`src/common/irq_sel_pkg.sv`:
```
// Constants shared by the interrupt enable and source-select block.
// Assumes an AXI4-Lite master with 32-bit data and 12-bit byte addresses.
package irq_sel_pkg;

  // Register indices; byte address is four times the index
  localparam logic [7:0]  IE_INDEX   = 8'ha8;
  localparam logic [7:0]  SEL_INDEX  = 8'hba;
  localparam int          ADDR_W     = 12;
  localparam logic [11:0] IE_ADDR    = {2'b00, IE_INDEX, 2'b00};
  localparam logic [11:0] SEL_ADDR   = {2'b00, SEL_INDEX, 2'b00};

  // Enable register fields
  localparam int IE_GLOBAL = 7;
  localparam int IE_SERIAL = 4;
  localparam int IE_T1     = 3;
  localparam int IE_X1     = 2;
  localparam int IE_T0     = 1;
  localparam int IE_X0     = 0;
  localparam logic [7:0] IE_RESET = 8'h00;
  localparam logic [7:0] IE_WMASK = 8'h9f;

  // Select register fields
  localparam int SEL_CD_POL  = 7;
  localparam int SEL_CD_FLAG = 5;
  localparam int SEL_RX_FLAG = 4;
  localparam int SEL_OE_POL  = 3;
  localparam int SEL_OE_EN   = 2;
  localparam int SEL_CD_EN   = 1;
  localparam int SEL_RX_EN   = 0;
  localparam logic [7:0] SEL_RESET = 8'h00;
  localparam logic [7:0] SEL_WMASK = 8'h8f;

  // Request vector towards the core
  localparam int NUM_SRC    = 7;
  localparam int SRC_EXT0   = 0;
  localparam int SRC_TMR0   = 1;
  localparam int SRC_EXT1   = 2;
  localparam int SRC_TMR1   = 3;
  localparam int SRC_SERIAL = 4;
  localparam int SRC_CARD   = 5;
  localparam int SRC_RX     = 6;

  // Bus responses
  localparam logic [1:0] RESP_OKAY   = 2'h0;
  localparam logic [1:0] RESP_SLVERR = 2'h2;

  // Word-aligned address match
  function automatic logic hits(input logic [ADDR_W-1:0] addr,
                                input logic [ADDR_W-1:0] target);
    return addr[ADDR_W-1:2] == target[ADDR_W-1:2];
  endfunction

endpackage

```
`src/logic/event_flag.sv`:
```
// Sticky flag: hardware sets it, software clears it.
// Assumes set and clear are synchronous to the core clock.
`timescale 1ns/10ps
`default_nettype none
module event_flag (
  input  wire logic core_clk_i,
  input  wire logic rst_n_i,
  input  wire logic ce_i,
  input  wire logic set_i,
  input  wire logic clr_i,
  output logic      flag_o
);

  typedef struct packed {
    logic flag;
  } flag_state_t;

  flag_state_t r;
  flag_state_t next_r;

  // Set beats clear so an event in the clearing cycle is kept
  always_comb begin
    next_r      = r;
    next_r.flag = set_i | (r.flag & ~clr_i);
  end

  // Frozen while the clock enable is low
  always_ff @(posedge core_clk_i or negedge rst_n_i) begin
    if (!rst_n_i) begin
      r <= '0;
    end else if (ce_i) begin
      r <= next_r;
    end
  end

  assign flag_o = r.flag;

endmodule
`default_nettype wire

```
`src/logic/axil_reg_slave.sv`:
```
// AXI4-Lite slave front end: one write and one read at a time.
// Assumes the owner decodes addresses and returns read data combinationally.
`timescale 1ns/10ps
`default_nettype none
module axil_reg_slave #(
  parameter int ADDR_W = 12
) (
  input  wire logic              core_clk_i,
  input  wire logic              rst_n_i,
  input  wire logic              ce_i,
  input  wire logic [ADDR_W-1:0] awaddr_i,
  input  wire logic              awvalid_i,
  output logic                   awready_o,
  input  wire logic [31:0]       wdata_i,
  input  wire logic [3:0]        wstrb_i,
  input  wire logic              wvalid_i,
  output logic                   wready_o,
  output logic [1:0]             bresp_o,
  output logic                   bvalid_o,
  input  wire logic              bready_i,
  input  wire logic              arvalid_i,
  output logic                   arready_o,
  output logic [31:0]            rdata_o,
  output logic [1:0]             rresp_o,
  output logic                   rvalid_o,
  input  wire logic              rready_i,
  output logic                   wr_en_o,
  output logic [ADDR_W-1:0]      wr_addr_o,
  output logic [31:0]            wr_data_o,
  output logic [3:0]             wr_strb_o,
  input  wire logic              wr_ok_i,
  input  wire logic [31:0]       rd_data_i,
  input  wire logic              rd_ok_i
);

  typedef struct packed {
    logic              awready;
    logic              wready;
    logic              have_aw;
    logic              have_w;
    logic              bvalid;
    logic [1:0]        bresp;
    logic [ADDR_W-1:0] awaddr;
    logic [31:0]       wdata;
    logic [3:0]        wstrb;
    logic              arready;
    logic              rvalid;
    logic [1:0]        rresp;
    logic [31:0]       rdata;
  } slv_state_t;

  slv_state_t r;
  slv_state_t next_r;
  logic       commit;

  // Address and data may arrive in either order; commit once both are held
  always_comb begin
    next_r = r;
    commit = r.have_aw & r.have_w & ~r.bvalid;
    if (awvalid_i && r.awready) begin
      next_r.have_aw = 1'b1;
      next_r.awaddr  = awaddr_i;
    end
    if (wvalid_i && r.wready) begin
      next_r.have_w = 1'b1;
      next_r.wdata  = wdata_i;
      next_r.wstrb  = wstrb_i;
    end
    if (commit) begin
      next_r.have_aw = 1'b0;
      next_r.have_w  = 1'b0;
      next_r.bvalid  = 1'b1;
      next_r.bresp   = wr_ok_i ? irq_sel_pkg::RESP_OKAY : irq_sel_pkg::RESP_SLVERR;
    end
    if (r.bvalid && bready_i) begin
      next_r.bvalid = 1'b0;
    end
    // Readies stay low until the response is taken
    next_r.awready = ~next_r.have_aw & ~next_r.bvalid;
    next_r.wready  = ~next_r.have_w & ~next_r.bvalid;
    // Reads have no side effects, so data is sampled at the handshake
    if (arvalid_i && r.arready) begin
      next_r.rvalid = 1'b1;
      next_r.rdata  = rd_data_i;
      next_r.rresp  = rd_ok_i ? irq_sel_pkg::RESP_OKAY : irq_sel_pkg::RESP_SLVERR;
    end
    if (r.rvalid && rready_i) begin
      next_r.rvalid = 1'b0;
    end
    next_r.arready = ~next_r.rvalid;
  end

  // Readies come up one cycle after reset release
  always_ff @(posedge core_clk_i or negedge rst_n_i) begin
    if (!rst_n_i) begin
      r <= '0;
    end else if (ce_i) begin
      r <= next_r;
    end
  end

  assign awready_o = r.awready;
  assign wready_o  = r.wready;
  assign bvalid_o  = r.bvalid;
  assign bresp_o   = r.bresp;
  assign arready_o = r.arready;
  assign rvalid_o  = r.rvalid;
  assign rdata_o   = r.rdata;
  assign rresp_o   = r.rresp;
  assign wr_en_o   = commit & ce_i;
  assign wr_addr_o = r.awaddr;
  assign wr_data_o = r.wdata;
  assign wr_strb_o = r.wstrb;

endmodule
`default_nettype wire

```
`src/logic/interrupt_enable_and_select.sv`:
```
// Interrupt enable mask and source-select registers with request gating.
// Assumes synchronous level requests from the peripherals and AXI4-Lite access.
//
// Operation
// - A cleared global enable blocks every request towards the core.
// - With the global enable set each request passes only if its own enable is set.
// - The serial enable at bit 4 passes or suppresses the serial port request.
// - Bits 3 and 1 gate the timer 1 and timer 0 overflow requests.
// - Bit 2 of the enable register gates external input 1 requests.
// - Bit 0 of the enable register gates external input 0 requests.
// - Reset clears the global and all five source enables.
// - Card polarity cleared makes a low card presence level active, set makes high active.
// - The card detect flag is set by hardware and stays until software clears it.
// - Bit 2 of the select register enables the output-enable path into external input 1.
// - The card detect enable gates the card presence request.
// - Reset clears polarity, flag and enable bits of the select register.
//
// Implementation choice: the AXI4-Lite slave port.
`timescale 1ns/10ps
`default_nettype none
module interrupt_enable_and_select #(
  parameter int ADDR_W = irq_sel_pkg::ADDR_W
) (
  input  wire logic                            core_clk_i,
  input  wire logic                            rst_n_i,
  input  wire logic                            ce_i,
  input  wire logic [ADDR_W-1:0]               s_axil_awaddr_i,
  input  wire logic                            s_axil_awvalid_i,
  output logic                                 s_axil_awready_o,
  input  wire logic [31:0]                     s_axil_wdata_i,
  input  wire logic [3:0]                      s_axil_wstrb_i,
  input  wire logic                            s_axil_wvalid_i,
  output logic                                 s_axil_wready_o,
  output logic [1:0]                           s_axil_bresp_o,
  output logic                                 s_axil_bvalid_o,
  input  wire logic                            s_axil_bready_i,
  input  wire logic [ADDR_W-1:0]               s_axil_araddr_i,
  input  wire logic                            s_axil_arvalid_i,
  output logic                                 s_axil_arready_o,
  output logic [31:0]                          s_axil_rdata_o,
  output logic [1:0]                           s_axil_rresp_o,
  output logic                                 s_axil_rvalid_o,
  input  wire logic                            s_axil_rready_i,
  input  wire logic                            ext_irq_zero_pin_i,
  input  wire logic                            ext_irq_one_pin_i,
  input  wire logic                            timer0_overflow_i,
  input  wire logic                            timer1_overflow_i,
  input  wire logic                            serial_irq_i,
  input  wire logic                            card_presence_input_i,
  input  wire logic                            output_enable_input_i,
  input  wire logic                            rx_activity_i,
  output logic [irq_sel_pkg::NUM_SRC-1:0]      irq_req_o
);

  typedef struct packed {
    logic [7:0]                     ie;
    logic [7:0]                     sel;
    logic [irq_sel_pkg::NUM_SRC-1:0] irq;
  } ctl_state_t;

  ctl_state_t                       r;
  ctl_state_t                       next_r;

  logic                             wr_en;
  logic [ADDR_W-1:0]                wr_addr;
  logic [31:0]                      wr_data;
  logic [3:0]                       wr_strb;
  logic                             wr_lane0;
  logic                             wr_ie;
  logic                             wr_sel;
  logic                             wr_ok;
  logic [31:0]                      rd_data;
  logic                             rd_ok;
  logic                             card_flag;
  logic                             rx_flag;
  logic                             card_active;
  logic                             oe_active;
  logic                             card_clr;
  logic                             rx_clr;
  logic [irq_sel_pkg::NUM_SRC-1:0]  src_vec;
  logic [irq_sel_pkg::NUM_SRC-1:0]  en_vec;
  logic [7:0]                       sel_view;

  // Bus front end
  axil_reg_slave #(
    .ADDR_W (ADDR_W)
  ) u_slave (
    .core_clk_i (core_clk_i),
    .rst_n_i    (rst_n_i),
    .ce_i       (ce_i),
    .awaddr_i   (s_axil_awaddr_i),
    .awvalid_i  (s_axil_awvalid_i),
    .awready_o  (s_axil_awready_o),
    .wdata_i    (s_axil_wdata_i),
    .wstrb_i    (s_axil_wstrb_i),
    .wvalid_i   (s_axil_wvalid_i),
    .wready_o   (s_axil_wready_o),
    .bresp_o    (s_axil_bresp_o),
    .bvalid_o   (s_axil_bvalid_o),
    .bready_i   (s_axil_bready_i),
    .arvalid_i  (s_axil_arvalid_i),
    .arready_o  (s_axil_arready_o),
    .rdata_o    (s_axil_rdata_o),
    .rresp_o    (s_axil_rresp_o),
    .rvalid_o   (s_axil_rvalid_o),
    .rready_i   (s_axil_rready_i),
    .wr_en_o    (wr_en),
    .wr_addr_o  (wr_addr),
    .wr_data_o  (wr_data),
    .wr_strb_o  (wr_strb),
    .wr_ok_i    (wr_ok),
    .rd_data_i  (rd_data),
    .rd_ok_i    (rd_ok)
  );

  // Write decode; only byte lane 0 carries register data
  assign wr_lane0 = wr_en & wr_strb[0];
  assign wr_ie    = wr_lane0 & irq_sel_pkg::hits(wr_addr, irq_sel_pkg::IE_ADDR);
  assign wr_sel   = wr_lane0 & irq_sel_pkg::hits(wr_addr, irq_sel_pkg::SEL_ADDR);
  assign wr_ok    = irq_sel_pkg::hits(wr_addr, irq_sel_pkg::IE_ADDR)
                  | irq_sel_pkg::hits(wr_addr, irq_sel_pkg::SEL_ADDR);

  // Writing zero to a flag clears it; writing one leaves it alone
  assign card_clr = wr_sel & ~wr_data[irq_sel_pkg::SEL_CD_FLAG];
  assign rx_clr   = wr_sel & ~wr_data[irq_sel_pkg::SEL_RX_FLAG];

  // Active level equals the polarity bit: zero means low is active
  assign card_active = card_presence_input_i == r.sel[irq_sel_pkg::SEL_CD_POL];
  assign oe_active   = output_enable_input_i == r.sel[irq_sel_pkg::SEL_OE_POL];

  // Card flag follows the active level, so it re-sets while the card stays
  event_flag u_card_flag (
    .core_clk_i (core_clk_i),
    .rst_n_i    (rst_n_i),
    .ce_i       (ce_i),
    .set_i      (card_active),
    .clr_i      (card_clr),
    .flag_o     (card_flag)
  );

  // Receive-line flag caught from activity pulses
  event_flag u_rx_flag (
    .core_clk_i (core_clk_i),
    .rst_n_i    (rst_n_i),
    .ce_i       (ce_i),
    .set_i      (rx_activity_i),
    .clr_i      (rx_clr),
    .flag_o     (rx_flag)
  );

  // Read view: unused bits read as zero, flags from their own flops
  always_comb begin
    sel_view = r.sel;
    sel_view[irq_sel_pkg::SEL_CD_FLAG] = card_flag;
    sel_view[irq_sel_pkg::SEL_RX_FLAG] = rx_flag;
  end

  // Read mux; an unmapped word answers zero with an error
  always_comb begin
    rd_data = 32'h0000_0000;
    rd_ok   = 1'b0;
    if (irq_sel_pkg::hits(s_axil_araddr_i, irq_sel_pkg::IE_ADDR)) begin
      rd_data[7:0] = r.ie;
      rd_ok        = 1'b1;
    end else if (irq_sel_pkg::hits(s_axil_araddr_i, irq_sel_pkg::SEL_ADDR)) begin
      rd_data[7:0] = sel_view;
      rd_ok        = 1'b1;
    end
  end

  // Raw requests; output-enable joins external input 1 only when allowed
  always_comb begin
    src_vec = '0;
    src_vec[irq_sel_pkg::SRC_EXT0]   = ext_irq_zero_pin_i;
    src_vec[irq_sel_pkg::SRC_TMR0]   = timer0_overflow_i;
    src_vec[irq_sel_pkg::SRC_EXT1]   = ext_irq_one_pin_i
                                     | (oe_active & r.sel[irq_sel_pkg::SEL_OE_EN]);
    src_vec[irq_sel_pkg::SRC_TMR1]   = timer1_overflow_i;
    src_vec[irq_sel_pkg::SRC_SERIAL] = serial_irq_i;
    src_vec[irq_sel_pkg::SRC_CARD]   = card_flag;
    src_vec[irq_sel_pkg::SRC_RX]     = rx_flag;
  end

  // Per-source enables
  always_comb begin
    en_vec = '0;
    en_vec[irq_sel_pkg::SRC_EXT0]   = r.ie[irq_sel_pkg::IE_X0];
    en_vec[irq_sel_pkg::SRC_TMR0]   = r.ie[irq_sel_pkg::IE_T0];
    en_vec[irq_sel_pkg::SRC_EXT1]   = r.ie[irq_sel_pkg::IE_X1];
    en_vec[irq_sel_pkg::SRC_TMR1]   = r.ie[irq_sel_pkg::IE_T1];
    en_vec[irq_sel_pkg::SRC_SERIAL] = r.ie[irq_sel_pkg::IE_SERIAL];
    en_vec[irq_sel_pkg::SRC_CARD]   = r.sel[irq_sel_pkg::SEL_CD_EN];
    en_vec[irq_sel_pkg::SRC_RX]     = r.sel[irq_sel_pkg::SEL_RX_EN];
  end

  // Register updates and the gated request vector
  always_comb begin
    next_r = r;
    // Unused bits never store, whatever software writes
    if (wr_ie) begin
      next_r.ie = wr_data[7:0] & irq_sel_pkg::IE_WMASK;
    end
    if (wr_sel) begin
      next_r.sel = wr_data[7:0] & irq_sel_pkg::SEL_WMASK;
    end
    // Global enable overrides every source enable
    if (r.ie[irq_sel_pkg::IE_GLOBAL]) begin
      next_r.irq = src_vec & en_vec;
    end else begin
      next_r.irq = '0;
    end
  end

  // State store, frozen while the clock enable is low
  always_ff @(posedge core_clk_i or negedge rst_n_i) begin
    if (!rst_n_i) begin
      r.ie  <= irq_sel_pkg::IE_RESET;
      r.sel <= irq_sel_pkg::SEL_RESET;
      r.irq <= '0;
    end else if (ce_i) begin
      r <= next_r;
    end
  end

  // Registered requests; one cycle behind the sources
  assign irq_req_o = r.irq;
endmodule
`default_nettype wire

```
`config.mk`:
```
export PLATFORM = sky130hd
export DESIGN_NAME = interrupt_enable_and_select
export DESIGN_NICKNAME = d
export VERILOG_FILES = /design/src/common/irq_sel_pkg.sv /design/src/logic/event_flag.sv /design/src/logic/axil_reg_slave.sv /design/src/logic/interrupt_enable_and_select.sv
export SDC_FILE = /design/constraint.sdc
export NUM_CORES = 1
export LEC_CHECK = 0
export ABC_AREA = 1
export BUFFER_PORTS_ARGS = -buffer_cell sky130_fd_sc_hd__buf_2
export CAP_MARGIN = 40
export CORE_AREA = 10 10 92 94
export DETAILED_ROUTE_END_ITERATION = 6
export DIE_AREA = 0 0 102 104
export GPL_ROUTABILITY_DRIVEN = 0
export PLACE_DENSITY = 0.79
export SLEW_MARGIN = 20
export SYNTH_ARGS = -nofsm -noshare
export SYNTH_HDL_FRONTEND = slang
export SYNTH_SLANG_ARGS = --single-unit
```
`constraint.sdc`:
```
create_clock -name core_clk_i -period 1.1 [get_ports core_clk_i]
set_input_delay 0.055 -clock core_clk_i [delete_from_list [all_inputs] [get_ports core_clk_i]]
set_output_delay 0.055 -clock core_clk_i [all_outputs]
set_load 0.005 [all_outputs]
```
==> qor.txt <==
Remaining Overflow, GRT = 0
Area occupied by multi-input gates = 1100 µm²
Worst vdd ir = 1.03 mV
Clock Root Buffer = clkbuf_8
Port Buf Inserts = 64
CTS tree = built
Vias = 2,285
Slew Viols, Final = 0
Leakage = 1.87 nW
Most frequent cells in the layout = nand2_1, buf_2, dfrtp_1
Register area share after synthesis = 48.9%
Core ar. = 6680 µm²
I/O pins = 124
Mapped Area = 2770 µm²
Hold Path Class = input pin to flop
GRT Util Overall = 12.4%
Unrepaired setup endpoints after global routing = true
Row count = 30
Initial core utilization = 41.4%
First-pass iteration count of the detailed router = 5
Fillers = 606
Vias per cell = 4.54
EDFF count, synth = 0
Layout cells sized above 1 = 28.4%
Req. time, crit path = 1.30 ns
Worst clock skew = 0.0107 ns
Final wirelength = 6.59 mm
Total CTS buffers = 5
Most common cell after layout, fill and taps aside = nand2_1
Worst Path Arrival = 1.48 ns
Top_reg_cell synth = dfrtp_1
CP startpoint kind = flop
Ys async rst share = 100%
WHS = 0.00693 ns
Yosys cell types = 27
Failing checks = setup timing
Max clock buf depth = 2
Clk slew on worst S/H paths = 0.09 ns
Ant diodes = 0
Register Area = 1350 µm²
Final period utilization = 117%
Initial antenna violation count = 0
Non-filler cells, final = 503
Max Clock Freq = 780 MHz
Inst Count DP = 463
Yosys Warn Count = 0
HPWL Detailed = 5.09 mm
Post-Syn Area per Cell = 8.43 µm²
Final hold vios = 0
Final TNS setup = -2.24 ns
Per-cell routed wire length = 13.1 µm
Skew-Pair Late Insertion Delay = 0.31 ns
MaxCap Viol Count = 0
Final Worst Setup Slack = -0.182 ns
Die Area = 10,600 µm²
Chip height = 104 µm
Post-Synthesis Cells = 328
Pwr Density = 1560 nW/µm²
Pre-CTS WS = -0.213 ns
Status = finished, violations left
Vias in the first global route = 2,349
Final setup vio count = 14
Power Total = 0.00546 W
DRT antenna net count = 0
Crit end category = flop
Num Clock Sinks = 54
Largest net degree at the start of global routing = 21
Register bit total from synthesis = 54
Drt initial violations = 107
CP Class = flop to flop
Critical path fanouts, max = 6
Final Net Count = 498
First-pass GRT wire length = 10.9 mm
Area Overhead vs Synth = 26.8%
Post-route DRC violation count = 0
Minimum clock period = 1.28 ns
Die width = 102 µm
CTS H-tree depth = 2
## kinds of logic (layout without fill, tap and decap cells)
logic type | Yosys count | in the layout | share of synthesized area (%)
buffers and inverters | 74 | 142 | 16.8
XOR/XNOR | 1 | 1 | 0.317
flip-flops | 54 | 54 | 48.9
other | 1 | 27 | 0.136
AND/OR/NAND/NOR | 161 | 162 | 26.0
AO/OA/AOI/OAI | 37 | 37 | 7.87
## final cells by class
| type | instances | area share, % |
|---|---|---|
| Clock buffer | 6 | 2.07 |
| Clock inverter | 2 | 1.07 |
| Inverter | 25 | 2.68 |
| Multi-Input combinational cell | 227 | 31.4 |
| Sequential cell | 54 | 38.5 |
| Tap cell | 80 | 2.86 |
| Timing Repair Buffer | 109 | 21.4 |
## path summary, 6_finish.rpt
path,start,endpoint,slack (ns),cells after the start
worst max-delay path,u_slave.wr_addr_o[10],en_vec[1],-0.18,7
worst min-delay path,card_presence_input_i,u_card_flag.flag_o,0.007,3
worst max register to register,u_slave.wr_addr_o[10],en_vec[1],-0.18,7
worst min register to register,u_slave.wr_addr_o[5],u_slave.wr_addr_o[5],0.48,2
max in group asynchronous,rst_n_i,en_vec[1],0.43,3
min in group asynchronous,rst_n_i,en_vec[5],0.21,2
## per-layer routing
metal,up-vias,share of wire [%],global-route usage (%)
li1,1164,-,-
met1,1044,44,15.6
met2,69,49,20.4
met3,8,6.8,3.26
met4,0,1.1,2.92
met5,-,0,0
## through the flow
stage / utilization, % / cell area [µm²]
floorplan: - / 2880
global placement: 45.9 / 3070
detailed placement: 45.9 / 3070
CTS: 52.0 / 3470
global route: 52.5 / 3510
finish: 52.5 / 3510
## flip-flops by register name (all words and copies together) (netlist names), 2 cells and up
| register | count |
|---|---|
| en_vec | 7 |
| irq_req_o | 7 |
| r | 4 |
| u_slave.r | 2 |
| u_slave.rdata_o | 7 |
| u_slave.wr_addr_o | 10 |
| u_slave.wr_data_o | 7 |
## worst max-delay path, cell delays in order, from the launching register on
cell and delay, ns:
dfrtp_1 0.39, nor2_1 0.11, nand3b_1 0.11, buf_4 0.16, nor2_4 0.16, nand2_4 0.12
nand2_2 0.08, o21ai_2 0.05
## where the power goes
group	total, W	switching, W	internal, W	leakage (nW)
Sequential	0.00267	0.000245	0.00243	0.698
Combinational	0.00145	0.000789	0.000663	1.12
Clock	0.00133	0.000649	0.000680	0.0514
## synthesized netlist by cell type (all sizes together) (2+ instances only)
master,n,area (µm²)
nand3b,2,15.0
a32o,2,20.0
dfrtp,54,1350
buf,49,372
nor2,18,98.8
inv,25,93.8
nand3,5,30.0
nand4,15,109
nor3,2,10.0
nand2,118,448
o21ai,32,179
## what timing repair did
item,4_1_cts,5_1_grt
endpoints found under the setup margin,14,21
hold buffers,22,0
gates cloned,1,0
pin swaps,1,6
gates resized for setup,6,3
endpoints found under the hold margin,36,0
setup buffers,6,3
No activity file was read; power rests on OpenSTA's default activity.
